### src/pkg/motor_pwm_regs.svh
`ifndef MOTOR_PWM_REGS_SVH
`define MOTOR_PWM_REGS_SVH
`define OFF_CTRL0 8'h00
`define OFF_CTRL1 8'h04
`define OFF_PROT 8'h08
`define OFF_SPEC 8'h0c
`define OFF_PERIOD 8'h10
`define OFF_IRQCNT 8'h14
`define OFF_DEAD 8'h18
`define OFF_WU 8'h1c
`define OFF_WV 8'h20
`define OFF_WW 8'h24
`define OFF_AU 8'h28
`define OFF_AV 8'h2c
`define OFF_AW 8'h30
`define OFF_BUF0 8'h34
`define OFF_BUF1 8'h38
`define OFF_PORT 8'h3c
`define OFF_STAT 8'h40
`define B_ITS 0
`define B_CMS 1
`define B_FEN 2
`define B_OEN 3
`define B_CAD 4
`define B_CAF 5
`define B_SAW 6
`define B_STT 7
`define B_CWT 0
`define B_DWM 1
`define B_DTD 2
`define B_ACT 3
`define B_RUN 4
`define F_CSRC 6:5
`define F_DSRC 8:7
`define B_WPR 1
`define B_CRS 0
`define B_CUT 1
`define CTRL0_RST 8'h00
`define CTRL1_RST 9'h000
`endif

### src/pkg/motor_pwm_pkg.sv
package motor_pwm_pkg;
    typedef struct packed {
        logic read;
        logic write;
        logic [7:0] address;
        logic [31:0] writedata;
        logic [3:0] byteenable;
    } avs_req_s;
    typedef enum logic [1:0] {
        SRC_F1 = 2'b00,
        SRC_F2 = 2'b01,
        SRC_F8 = 2'b10,
        SRC_F32 = 2'b11
    } csrc_e;
    typedef enum logic [1:0] {
        DSRC_F1 = 2'b00,
        DSRC_F2 = 2'b01,
        DSRC_F1H = 2'b10,
        DSRC_F2H = 2'b11
    } dsrc_e;
endpackage

### src/rtl/three_phase_motor_pwm.sv
`timescale 1ns/1ps
`include "motor_pwm_regs.svh"
module three_phase_motor_pwm (
    input wire logic mclk,
    input wire logic rstn,
    input wire motor_pwm_pkg::avs_req_s avs_req,
    output logic [31:0] avs_readdata,
    output logic avs_waitrequest,
    input wire logic cutoff_n,
    output logic [5:0] phase_out,
    output logic [5:0] phase_oe_n,
    output logic carrier_irq
);
    logic ack;
    logic [7:0] ctrl0;
    logic [8:0] ctrl1;
    logic wpr;
    logic crs;
    logic cut_en;
    logic [15:0] period;
    logic [15:0] cper;
    logic [3:0] irq_n;
    logic [7:0] dead;
    logic [15:0] width [3];
    logic [15:0] alt [3];
    logic [5:0] buf0;
    logic [5:0] buf1;
    logic [5:0] pdir;
    logic [5:0] pdat;
    logic [4:0] div;
    logic [15:0] ccnt;
    logic half;
    logic [16:0] pcnt [3];
    logic [2:0] alt_sel;
    logic bw0;
    logic bw1;
    logic [5:0] st0;
    logic [5:0] st1;
    logic [5:0] raw;
    logic [5:0] raw_q;
    logic [2:0] sel;
    logic [7:0] dt [3];
    logic [3:0] icnt;
    logic cut_s1;
    logic cut_s2;
    logic cut_s3;
    logic cut_lat;
    logic tick;
    logic dtick;
    logic uflow;
    logic trig;
    logic xfer;
    logic [2:0] pulse;
    logic [2:0] fall;
    logic [5:0] act;
    logic [5:0] safe;
    logic [2:0] both;
    logic conc;

    wire wr = avs_req.write & ack;
    wire [7:0] adr = avs_req.address;
    wire [31:0] wd = avs_req.writedata;
    wire [3:0] be = avs_req.byteenable;
    wire fen = ctrl0[`B_FEN];
    wire saw = ctrl0[`B_SAW];
    wire run = ctrl1[`B_RUN];
    wire dwm = ctrl1[`B_DWM];
    wire cut_fall = cut_s3 & ~cut_s2;

    // Byte lane merge for the 16-bit registers
    function automatic logic [15:0] m16(input logic [15:0] old, input logic [31:0] d,
                                        input logic [3:0] b);
        m16 = {b[1] ? d[15:8] : old[15:8], b[0] ? d[7:0] : old[7:0]};
    endfunction

    // Write strobe for one register, either of the two low byte lanes required
    function automatic logic hit(input logic w, input logic [7:0] a, input logic [7:0] off,
                                 input logic [3:0] b);
        hit = w & (a == off) & (b[0] | b[1]);
    endfunction

    // Count source tick from the free prescaler
    function automatic logic csel(input logic [1:0] s, input logic [4:0] d);
        case (motor_pwm_pkg::csrc_e'(s))
            motor_pwm_pkg::SRC_F1: csel = 1'b1;
            motor_pwm_pkg::SRC_F2: csel = d[0];
            motor_pwm_pkg::SRC_F8: csel = &d[2:0];
            default: csel = &d;
        endcase
    endfunction

    // One wait state: answer lands one edge after the request appears
    assign avs_waitrequest = (avs_req.read | avs_req.write) & ~ack;

    always_ff @(posedge mclk or negedge rstn) begin
        if (!rstn) begin
            ack <= 1'b0;
        end else begin
            ack <= (avs_req.read | avs_req.write) & ~ack;
        end
    end

    // Read mux, sampled in the wait cycle so data stands at the ack edge
    always_ff @(posedge mclk or negedge rstn) begin
        if (!rstn) begin
            avs_readdata <= 32'h0000_0000;
        end else if (avs_req.read & ~ack) begin
            case (adr)
                `OFF_CTRL0: avs_readdata <= {24'h000000, 1'b0, ctrl0[6:0]};
                `OFF_CTRL1: avs_readdata <= {23'h000000, ctrl1};
                `OFF_PROT: avs_readdata <= {30'h00000000, wpr, 1'b0};
                `OFF_SPEC: avs_readdata <= {30'h00000000, cut_en, crs};
                `OFF_PERIOD: avs_readdata <= {16'h0000, period};
                `OFF_IRQCNT: avs_readdata <= {28'h0000000, irq_n};
                `OFF_DEAD: avs_readdata <= {24'h000000, dead};
                `OFF_WU: avs_readdata <= {16'h0000, width[0]};
                `OFF_WV: avs_readdata <= {16'h0000, width[1]};
                `OFF_WW: avs_readdata <= {16'h0000, width[2]};
                `OFF_AU: avs_readdata <= {16'h0000, alt[0]};
                `OFF_AV: avs_readdata <= {16'h0000, alt[1]};
                `OFF_AW: avs_readdata <= {16'h0000, alt[2]};
                `OFF_BUF0: avs_readdata <= {26'h0000000, buf0};
                `OFF_BUF1: avs_readdata <= {26'h0000000, buf1};
                `OFF_PORT: avs_readdata <= {18'h00000, pdat, 2'h0, pdir};
                `OFF_STAT: avs_readdata <= {16'h0000, ccnt[7:0], cut_lat, half, ~phase_oe_n};
                default: avs_readdata <= 32'h0000_0000;
            endcase
        end
    end

    // Motor control register; hardware clears of output enable beat a software set
    always_ff @(posedge mclk or negedge rstn) begin
        if (!rstn) begin
            ctrl0 <= `CTRL0_RST;
        end else begin
            if (hit(wr, adr, `OFF_CTRL0, be) & wpr) begin
                ctrl0[`B_ITS] <= wd[`B_ITS];
                ctrl0[`B_CMS] <= wd[`B_CMS];
                ctrl0[`B_FEN] <= wd[`B_FEN];
                ctrl0[`B_OEN] <= wd[`B_OEN];
                ctrl0[`B_CAD] <= wd[`B_CAD];
                ctrl0[`B_SAW] <= wd[`B_SAW];
                if (!wd[`B_CAF]) begin
                    ctrl0[`B_CAF] <= 1'b0;
                end
            end
            if (conc) begin
                ctrl0[`B_CAF] <= 1'b1;
            end
            if (cut_fall | (conc & ctrl0[`B_CAD]) | (ctrl0[`B_CAD] & ctrl0[`B_CAF])) begin
                ctrl0[`B_OEN] <= 1'b0;
            end
            ctrl0[`B_STT] <= 1'b0;
        end
    end

    // Second control, protect and special mode registers
    always_ff @(posedge mclk or negedge rstn) begin
        if (!rstn) begin
            ctrl1 <= `CTRL1_RST;
            wpr <= 1'b0;
            crs <= 1'b0;
            cut_en <= 1'b0;
        end else begin
            if (hit(wr, adr, `OFF_CTRL1, be) & wpr) begin
                ctrl1 <= wd[8:0];
            end
            if (hit(wr, adr, `OFF_PROT, be)) begin
                wpr <= wd[`B_WPR];
            end
            if (hit(wr, adr, `OFF_SPEC, be) & wpr) begin
                crs <= wd[`B_CRS];
                cut_en <= wd[`B_CUT];
            end
        end
    end

    // Value registers; phase widths, periods and patterns
    always_ff @(posedge mclk or negedge rstn) begin
        if (!rstn) begin
            period <= 16'h0000;
            irq_n <= 4'h1;
            dead <= 8'h00;
            buf0 <= 6'h00;
            buf1 <= 6'h00;
            pdir <= 6'h00;
            pdat <= 6'h00;
            for (int i = 0; i < 3; i++) begin
                width[i] <= 16'h0000;
                alt[i] <= 16'h0000;
            end
        end else begin
            if (hit(wr, adr, `OFF_PERIOD, be)) period <= m16(period, wd, be);
            if (hit(wr, adr, `OFF_IRQCNT, be)) irq_n <= wd[3:0];
            if (hit(wr, adr, `OFF_DEAD, be)) dead <= wd[7:0];
            if (hit(wr, adr, `OFF_WU, be)) width[0] <= m16(width[0], wd, be);
            if (hit(wr, adr, `OFF_WV, be)) width[1] <= m16(width[1], wd, be);
            if (hit(wr, adr, `OFF_WW, be)) width[2] <= m16(width[2], wd, be);
            if (hit(wr, adr, `OFF_AU, be)) alt[0] <= m16(alt[0], wd, be);
            if (hit(wr, adr, `OFF_AV, be)) alt[1] <= m16(alt[1], wd, be);
            if (hit(wr, adr, `OFF_AW, be)) alt[2] <= m16(alt[2], wd, be);
            if (hit(wr, adr, `OFF_BUF0, be)) buf0 <= wd[5:0];
            if (hit(wr, adr, `OFF_BUF1, be)) buf1 <= wd[5:0];
            if (hit(wr, adr, `OFF_PORT, be)) begin
                pdir <= wd[5:0];
                pdat <= wd[13:8];
            end
        end
    end

    // Free prescaler; all slower rates are enables off it
    always_ff @(posedge mclk or negedge rstn) begin
        if (!rstn) begin
            div <= 5'h00;
        end else begin
            div <= div + 5'h01;
        end
    end

    assign tick = csel(ctrl1[`F_CSRC], div);

    // Dead tick: f1, f2, f1 halved, f2 halved
    always_comb begin
        case (motor_pwm_pkg::dsrc_e'(ctrl1[`F_DSRC]))
            motor_pwm_pkg::DSRC_F1: dtick = 1'b1;
            motor_pwm_pkg::DSRC_F2: dtick = div[0];
            motor_pwm_pkg::DSRC_F1H: dtick = div[0];
            default: dtick = &div[1:0];
        endcase
    end

    // Carrier timer; two underflows make one triangular carrier cycle
    assign uflow = run & tick & (ccnt == 16'h0000);

    always_ff @(posedge mclk or negedge rstn) begin
        if (!rstn) begin
            ccnt <= 16'h0000;
            cper <= 16'h0000;
            half <= 1'b0;
        end else if (!run) begin
            ccnt <= period;
            cper <= period;
            half <= 1'b0;
        end else if (uflow) begin
            // Reload on every underflow, or only at the end of a full triangle
            if (!crs | half) begin
                ccnt <= period;
                cper <= period;
            end else begin
                ccnt <= cper;
            end
            half <= ~half;
        end else if (tick) begin
            ccnt <= ccnt - 16'h0001;
        end
    end

    // One-shot phase timers started by each carrier underflow
    always_ff @(posedge mclk or negedge rstn) begin
        if (!rstn) begin
            alt_sel <= 3'h0;
            for (int i = 0; i < 3; i++) pcnt[i] <= 17'h00000;
        end else if (!run) begin
            alt_sel <= 3'h0;
            for (int i = 0; i < 3; i++) pcnt[i] <= 17'h00000;
        end else begin
            for (int i = 0; i < 3; i++) begin
                if (uflow) begin
                    // Zero width starts nothing
                    if (dwm & ~alt_sel[i]) begin
                        pcnt[i] <= saw ? {1'b0, alt[i]} : {alt[i], 1'b0};
                    end else begin
                        pcnt[i] <= saw ? {1'b0, width[i]} : {width[i], 1'b0};
                    end
                    alt_sel[i] <= dwm & ~alt_sel[i];
                end else if (tick & (pcnt[i] != 17'h00000)) begin
                    pcnt[i] <= pcnt[i] - 17'h00001;
                end
            end
        end
    end

    // Pulse ends on the tick that empties the one-shot; a delayed edge would add a tick
    always_comb begin
        for (int i = 0; i < 3; i++) begin
            pulse[i] = pcnt[i] == 17'h00001;
            fall[i] = run & tick & ~uflow & pulse[i];
        end
    end

    // Transfer trigger and buffer-written tracking; a write beats the clear
    assign trig = uflow | (hit(wr, adr, `OFF_CTRL0, be) & wpr & wd[`B_STT])
                | (hit(wr, adr, `OFF_PERIOD, be) & ctrl1[`B_CWT]);
    assign xfer = trig & (saw | (bw0 & bw1));

    always_ff @(posedge mclk or negedge rstn) begin
        if (!rstn) begin
            bw0 <= 1'b0;
            bw1 <= 1'b0;
            st0 <= 6'h00;
            st1 <= 6'h00;
        end else begin
            if (xfer) begin
                bw0 <= 1'b0;
                bw1 <= 1'b0;
                st0 <= buf0;
                st1 <= buf1;
            end
            if (hit(wr, adr, `OFF_BUF0, be)) bw0 <= 1'b1;
            if (hit(wr, adr, `OFF_BUF1, be)) bw1 <= 1'b1;
        end
    end

    // Phase pattern: first stage first, second stage at the pulse fall
    always_ff @(posedge mclk or negedge rstn) begin
        if (!rstn) begin
            raw <= 6'h00;
            sel <= 3'h0;
        end else if (!fen) begin
            raw <= 6'h00;
            sel <= 3'h0;
        end else begin
            if (xfer) begin
                sel <= saw ? 3'h7 : 3'h0;
                if (saw) raw <= buf0;
            end
            for (int i = 0; i < 3; i++) begin
                if (fall[i] & ~(xfer & saw)) begin
                    raw[2*i +: 2] <= sel[i] ? st1[2*i +: 2] : st0[2*i +: 2];
                    sel[i] <= saw | ~sel[i];
                end
            end
        end
    end

    // Dead timers: a phase turning active waits out the shared reload value
    always_ff @(posedge mclk or negedge rstn) begin
        if (!rstn) begin
            raw_q <= 6'h00;
            for (int i = 0; i < 3; i++) dt[i] <= 8'h00;
        end else begin
            raw_q <= raw;
            for (int i = 0; i < 3; i++) begin
                if (!fen | ctrl1[`B_DTD]) begin
                    dt[i] <= 8'h00;
                end else if (raw[2*i +: 2] != raw_q[2*i +: 2]) begin
                    dt[i] <= dead;
                end else if (dtick & (dt[i] != 8'h00)) begin
                    dt[i] <= dt[i] - 8'h01;
                end
            end
        end
    end

    // Gate by dead time, then detect and block both sides active
    always_comb begin
        for (int i = 0; i < 3; i++) begin
            act[2*i +: 2] = (ctrl1[`B_DTD] | ((dt[i] == 8'h00)
                            & (raw[2*i +: 2] == raw_q[2*i +: 2]))) ? raw[2*i +: 2] : 2'b00;
            both[i] = &act[2*i +: 2];
            safe[2*i +: 2] = (both[i] & ctrl0[`B_CAD]) ? 2'b00 : act[2*i +: 2];
        end
    end
    assign conc = |both;

    // Cutoff pin synchroniser and latched cutoff, released only with enable off
    always_ff @(posedge mclk or negedge rstn) begin
        if (!rstn) begin
            cut_s1 <= 1'b1;
            cut_s2 <= 1'b1;
            cut_s3 <= 1'b1;
            cut_lat <= 1'b0;
        end else begin
            cut_s1 <= cutoff_n;
            cut_s2 <= cut_s1;
            cut_s3 <= cut_s2;
            if (cut_en & ~cut_s2) begin
                cut_lat <= 1'b1;
            end else if (~cut_en & cut_s2) begin
                cut_lat <= 1'b0;
            end
        end
    end

    // Pin drive: PWM, port function, or high impedance
    always_ff @(posedge mclk or negedge rstn) begin
        if (!rstn) begin
            phase_out <= 6'h00;
            phase_oe_n <= 6'h3f;
        end else if (cut_lat | (cut_en & ~cut_s2)) begin
            phase_oe_n <= 6'h3f;
        end else if (fen & ctrl0[`B_OEN]) begin
            phase_out <= ctrl1[`B_ACT] ? safe : ~safe;
            phase_oe_n <= 6'h00;
        end else begin
            phase_out <= pdat;
            phase_oe_n <= ~pdir;
        end
    end

    // Carrier interrupt decimation; preset of one gives the short first period
    always_ff @(posedge mclk or negedge rstn) begin
        if (!rstn) begin
            icnt <= 4'h0;
            carrier_irq <= 1'b0;
        end else begin
            carrier_irq <= 1'b0;
            if (!fen | !run) begin
                icnt <= (dwm & ctrl0[`B_ITS]) ? 4'h1 : 4'h0;
            end else if (uflow & (~(dwm & ctrl0[`B_CMS]) | half)) begin
                if (icnt + 4'h1 >= irq_n) begin
                    icnt <= 4'h0;
                    carrier_irq <= 1'b1;
                end else begin
                    icnt <= icnt + 4'h1;
                end
            end
        end
    end
endmodule

### config.mk
export PLATFORM = sky130hd
export DESIGN_NAME = three_phase_motor_pwm
export DESIGN_NICKNAME = d
export VERILOG_FILES = /design/src/pkg/motor_pwm_pkg.sv /design/src/rtl/three_phase_motor_pwm.sv
export VERILOG_INCLUDE_DIRS = /design/src /design/src/pkg
export SDC_FILE = /design/constraint.sdc
export NUM_CORES = 1
export LEC_CHECK = 0
export ABC_AREA = 1
export BUFFER_PORTS_ARGS = -buffer_cell sky130_fd_sc_hd__buf_2
export CAP_MARGIN = 25
export CORE_MARGIN = 2
export CORE_UTILIZATION = 51
export CTS_CLUSTER_SIZE = 12
export DETAILED_ROUTE_END_ITERATION = 16
export PLACE_DENSITY_LB_ADDON = 0.2
export SLEW_MARGIN = 10
export SYNTH_ARGS = -nofsm -noshare
export SYNTH_HDL_FRONTEND = slang
export SYNTH_SLANG_ARGS = --single-unit
export TNS_END_PERCENT = 10
### constraint.sdc
create_clock -name mclk -period 6.6 [get_ports mclk]
set_clock_uncertainty 0.1 [all_clocks]
set_input_delay 0.99 -clock mclk [delete_from_list [all_inputs] [get_ports mclk]]
set_output_delay 0.99 -clock mclk [all_outputs]
set_load 0.01 [all_outputs]
==> flow_summary.yaml <==
outcome:
  run_status: "complete, no violations"
yosys:
  synth_top_area_share_pct: 44.3
  yosys.area.top_type: "dfrtp_1"
  synthArstFlopShare_pct: 100
  synth-seq-cells: 350
  yosys_warnings: 0
  ys.flop_type: "dfrtp_1"
  syn_avg_cell_area_sq_um: 7.61
  synth_cells: 2526
  yosysSeqAreaShare_pct: 45.6
  yosysUniqueCellTypes: 58
  synth_edf_count: 0
  synth_area_leaders: "dfrtp_1 (44%), nand2_1 (14%), o21ai_0 (9.7%), inv_1 (4.5%), nor2_1 (3.4%)"
  synth_area_sq_um: 19200
floorplanning:
  placementRows: 71
  die_area_sq_um: 39300
  initial_core_util_pct: 51.4
  chipHeight_um: 198
  die_w_um: 198
  ios: 95
  core_sq_um: 37400
hold_path:
  worst_hold_path_type: "flop to flop"
  hold_depth: 0
  holdPathEnd: "cut_s2"
  hold_start: "cut_s1"
routing:
  post_drt_wl_per_cell_um: 19.6
  drtIter0Drc: 1875
  viasPerCell: 5.69
  drc_errors: 0
  drt_wl_total_um: 60600
  drt-pass1-iter-count: 5
  ant_nets: 0
  vias: 17568
setup_path:
  r2r-start: "div[0]"
  cp.required_ps: 6930
  reg2reg_depth: 16
  critPathLaunchType: "flop"
  reg2reg_slack_ps: 3140
  worstPathArrival_ps: 3790
  r2r-end: "pcnt[31]"
  path_max_fanout: 53
  critPathKind: "flop to flop"
  end_kind: "flop"
clocking:
  clockRootBuffer: "clkbuf_16"
  cts_max_path_buffers: 3
  clock_latency_ps: 570
  cts_sinks: 350
  cts_max_level: 2
  clkTransAtPathRegs_ps: 60
  post-cts-setup-buffers: 0
  numCtsBuffers: 41
  cts_resized: 0
  cts_tree: "built"
  cts_hold_buf: 0
sta:
  hold_viol_final: 0
  fmax_mhz: 289
  drv_slew: 0
  fin_crit_ps: 3460
  fin_hold_ws_ps: 255
  setup_viol: 0
  tightest_slew_ps: 1120
  fin_crit_sh_pct: 52.4
  rsz0062_at_grt: "no"
  tns_ps: 0
  maxSlewHeadroom_pct: 25.0
  worst_slack_ps: 3140
finish:
  layout-area-overhead-vs-synth_pct: 10.2
  layout_common_cells: "nand2_1 (735), o21ai_0 (374), dfrtp_1 (340)"
  multi_input_area_sq_um: 8960
  layout-drive-gt1-share_pct: 8.78
  nFillCells: 3527
  mostFrequentLayoutCell: "nand2_1"
  nets: 2620
  final_cells: 3085
  insertedDiodeCount: 0
  register_area_sq_um: 8770
place:
  dp_slack_ps: 3040
  gp_congestion: 0.955
  io_buffers: 60
  dp.final_hpwl_um: 43200
  post-place-cells: 3012
grt:
  grt_max_degree: 157
  grt_pass1_vias: 16741
  grt_pass1_wl_um: 95100
  grt_use_total_pct: 31.7
  antenna_found_initial: 0
  grt_overflow: 0
power_and_ir_drop:
  p_per_area_nw_per_um2: 224
  leakagePower_nw: 9.97
  ir_worst_vdd_mv: 0.190
flow_run:
  max_cap_violations: 0
==> final cells by class <==
cell class | count | share of cell area [%]
flip-flops and latches | 350 | 41.4
inverters | 250 | 4.49
repair buffers | 73 | 2.13
clock buffers | 59 | 5.83
multi-input cells | 1830 | 42.3
well taps | 511 | 3.02
clock inverters | 12 | 0.821
==> synth_stat cells, types with 3 or more instances <==
library cell  number
nand2_1          735
o21ai_0          374
dfrtp_1          340
inv_1            228
nor2_1           174
nand3_1          115
a21oi_1           67
o22ai_1           57
clkbuf_1          54
o21ai_1           40
o211ai_1          39
xor2_1            33
buf_2             28
nor3_1            28
ha_1              25
buf_4             20
inv_2             18
nand4_1           15
nand2_2           14
xnor2_1           13
dfstp_2           10
nand3_2            8
nor2_2             8
a211oi_1           7
a31oi_1            7
a221oi_1           5
a22oi_1            5
buf_6              5
a22o_1             4
nor3_2             4
o211ai_2           4
a21oi_2            3
nand2_8            3
nand3b_1           3
nor2_4             3
==> logic make-up after synthesis <==
group           synth area share, %
compound gates                 18.1
xor+xnor                       2.10
fa+ha+maj                      1.63
buf+inv                        8.08
flops                          45.6
mux                          0.0586
other cells                  0.0195
simple gates                   24.4
==> state kept, by name (all words and copies together), names as in the netlist, 9 cells and up <==
name and count:
cper 16, avs_readdata 16, alt 48, ccnt 16
dt 24, ctrl1 9, period 16, pcnt 51
width 48
==> worst max-delay path, stage by stage, from the launching register on <==
cell     delay, ps
dfrtp_1        430
ha_1           250
nand2_1         70
nor2_1          40
ha_1           170
nand2_1         60
nand3_1         90
nand2_2        150
nor2_8         100
nand2_8        260
inv_8          170
nor2_8         490
nand2_2        350
nand2_2        270
inv_1           90
nand3_1        100
nand2_1         60
==> where the power goes <==
part / leakage (nW) / switching, mW / internal, mW
combinational: 4.46 / 0.132 / 0.0386
clock: 0.697 / 0.935 / 1.45
sequential: 4.81 / 0.0164 / 2.17
==> how the worst max path moves through the flow <==
stage                      from        to  slack (ps)  cells past startpoint
floorplan           avs_req[37]    raw[4]        4250                     10
global placement    avs_req[37]   alt[33]        3130                      8
detailed placement  avs_req[37]   alt[19]        3040                      8
CTS                      div[0]  pcnt[31]        3170                     16
global route             div[0]  pcnt[31]        2930                     16
finish                   div[0]  pcnt[31]        3140                     16
==> per-stage QoR <==
stage	power (mW)	cell area (sq um)	utilization [%]
final	4.74	21200	56.6
after global routing	4.87	21200	56.6
after CTS	4.76	21100	56.5
after floorplan	2.30	19300	-
after global placement	2.39	19700	52.7
after detailed placement	2.39	19700	52.7
==> routing by layer <==
| layer | global-route usage [%] | part of all wire [%] | vias up |
|---|---|---|---|
| met3 | 8.69 | 9.9 | 160 |
| met5 | 0 | 0 | - |
| met1 | 43.2 | 42 | 8311 |
| met4 | 14.2 | 4.6 | 0 |
| li1 | - | - | 8338 |
| met2 | 47.2 | 43 | 759 |
No activity file was read; power rests on OpenSTA's default activity.
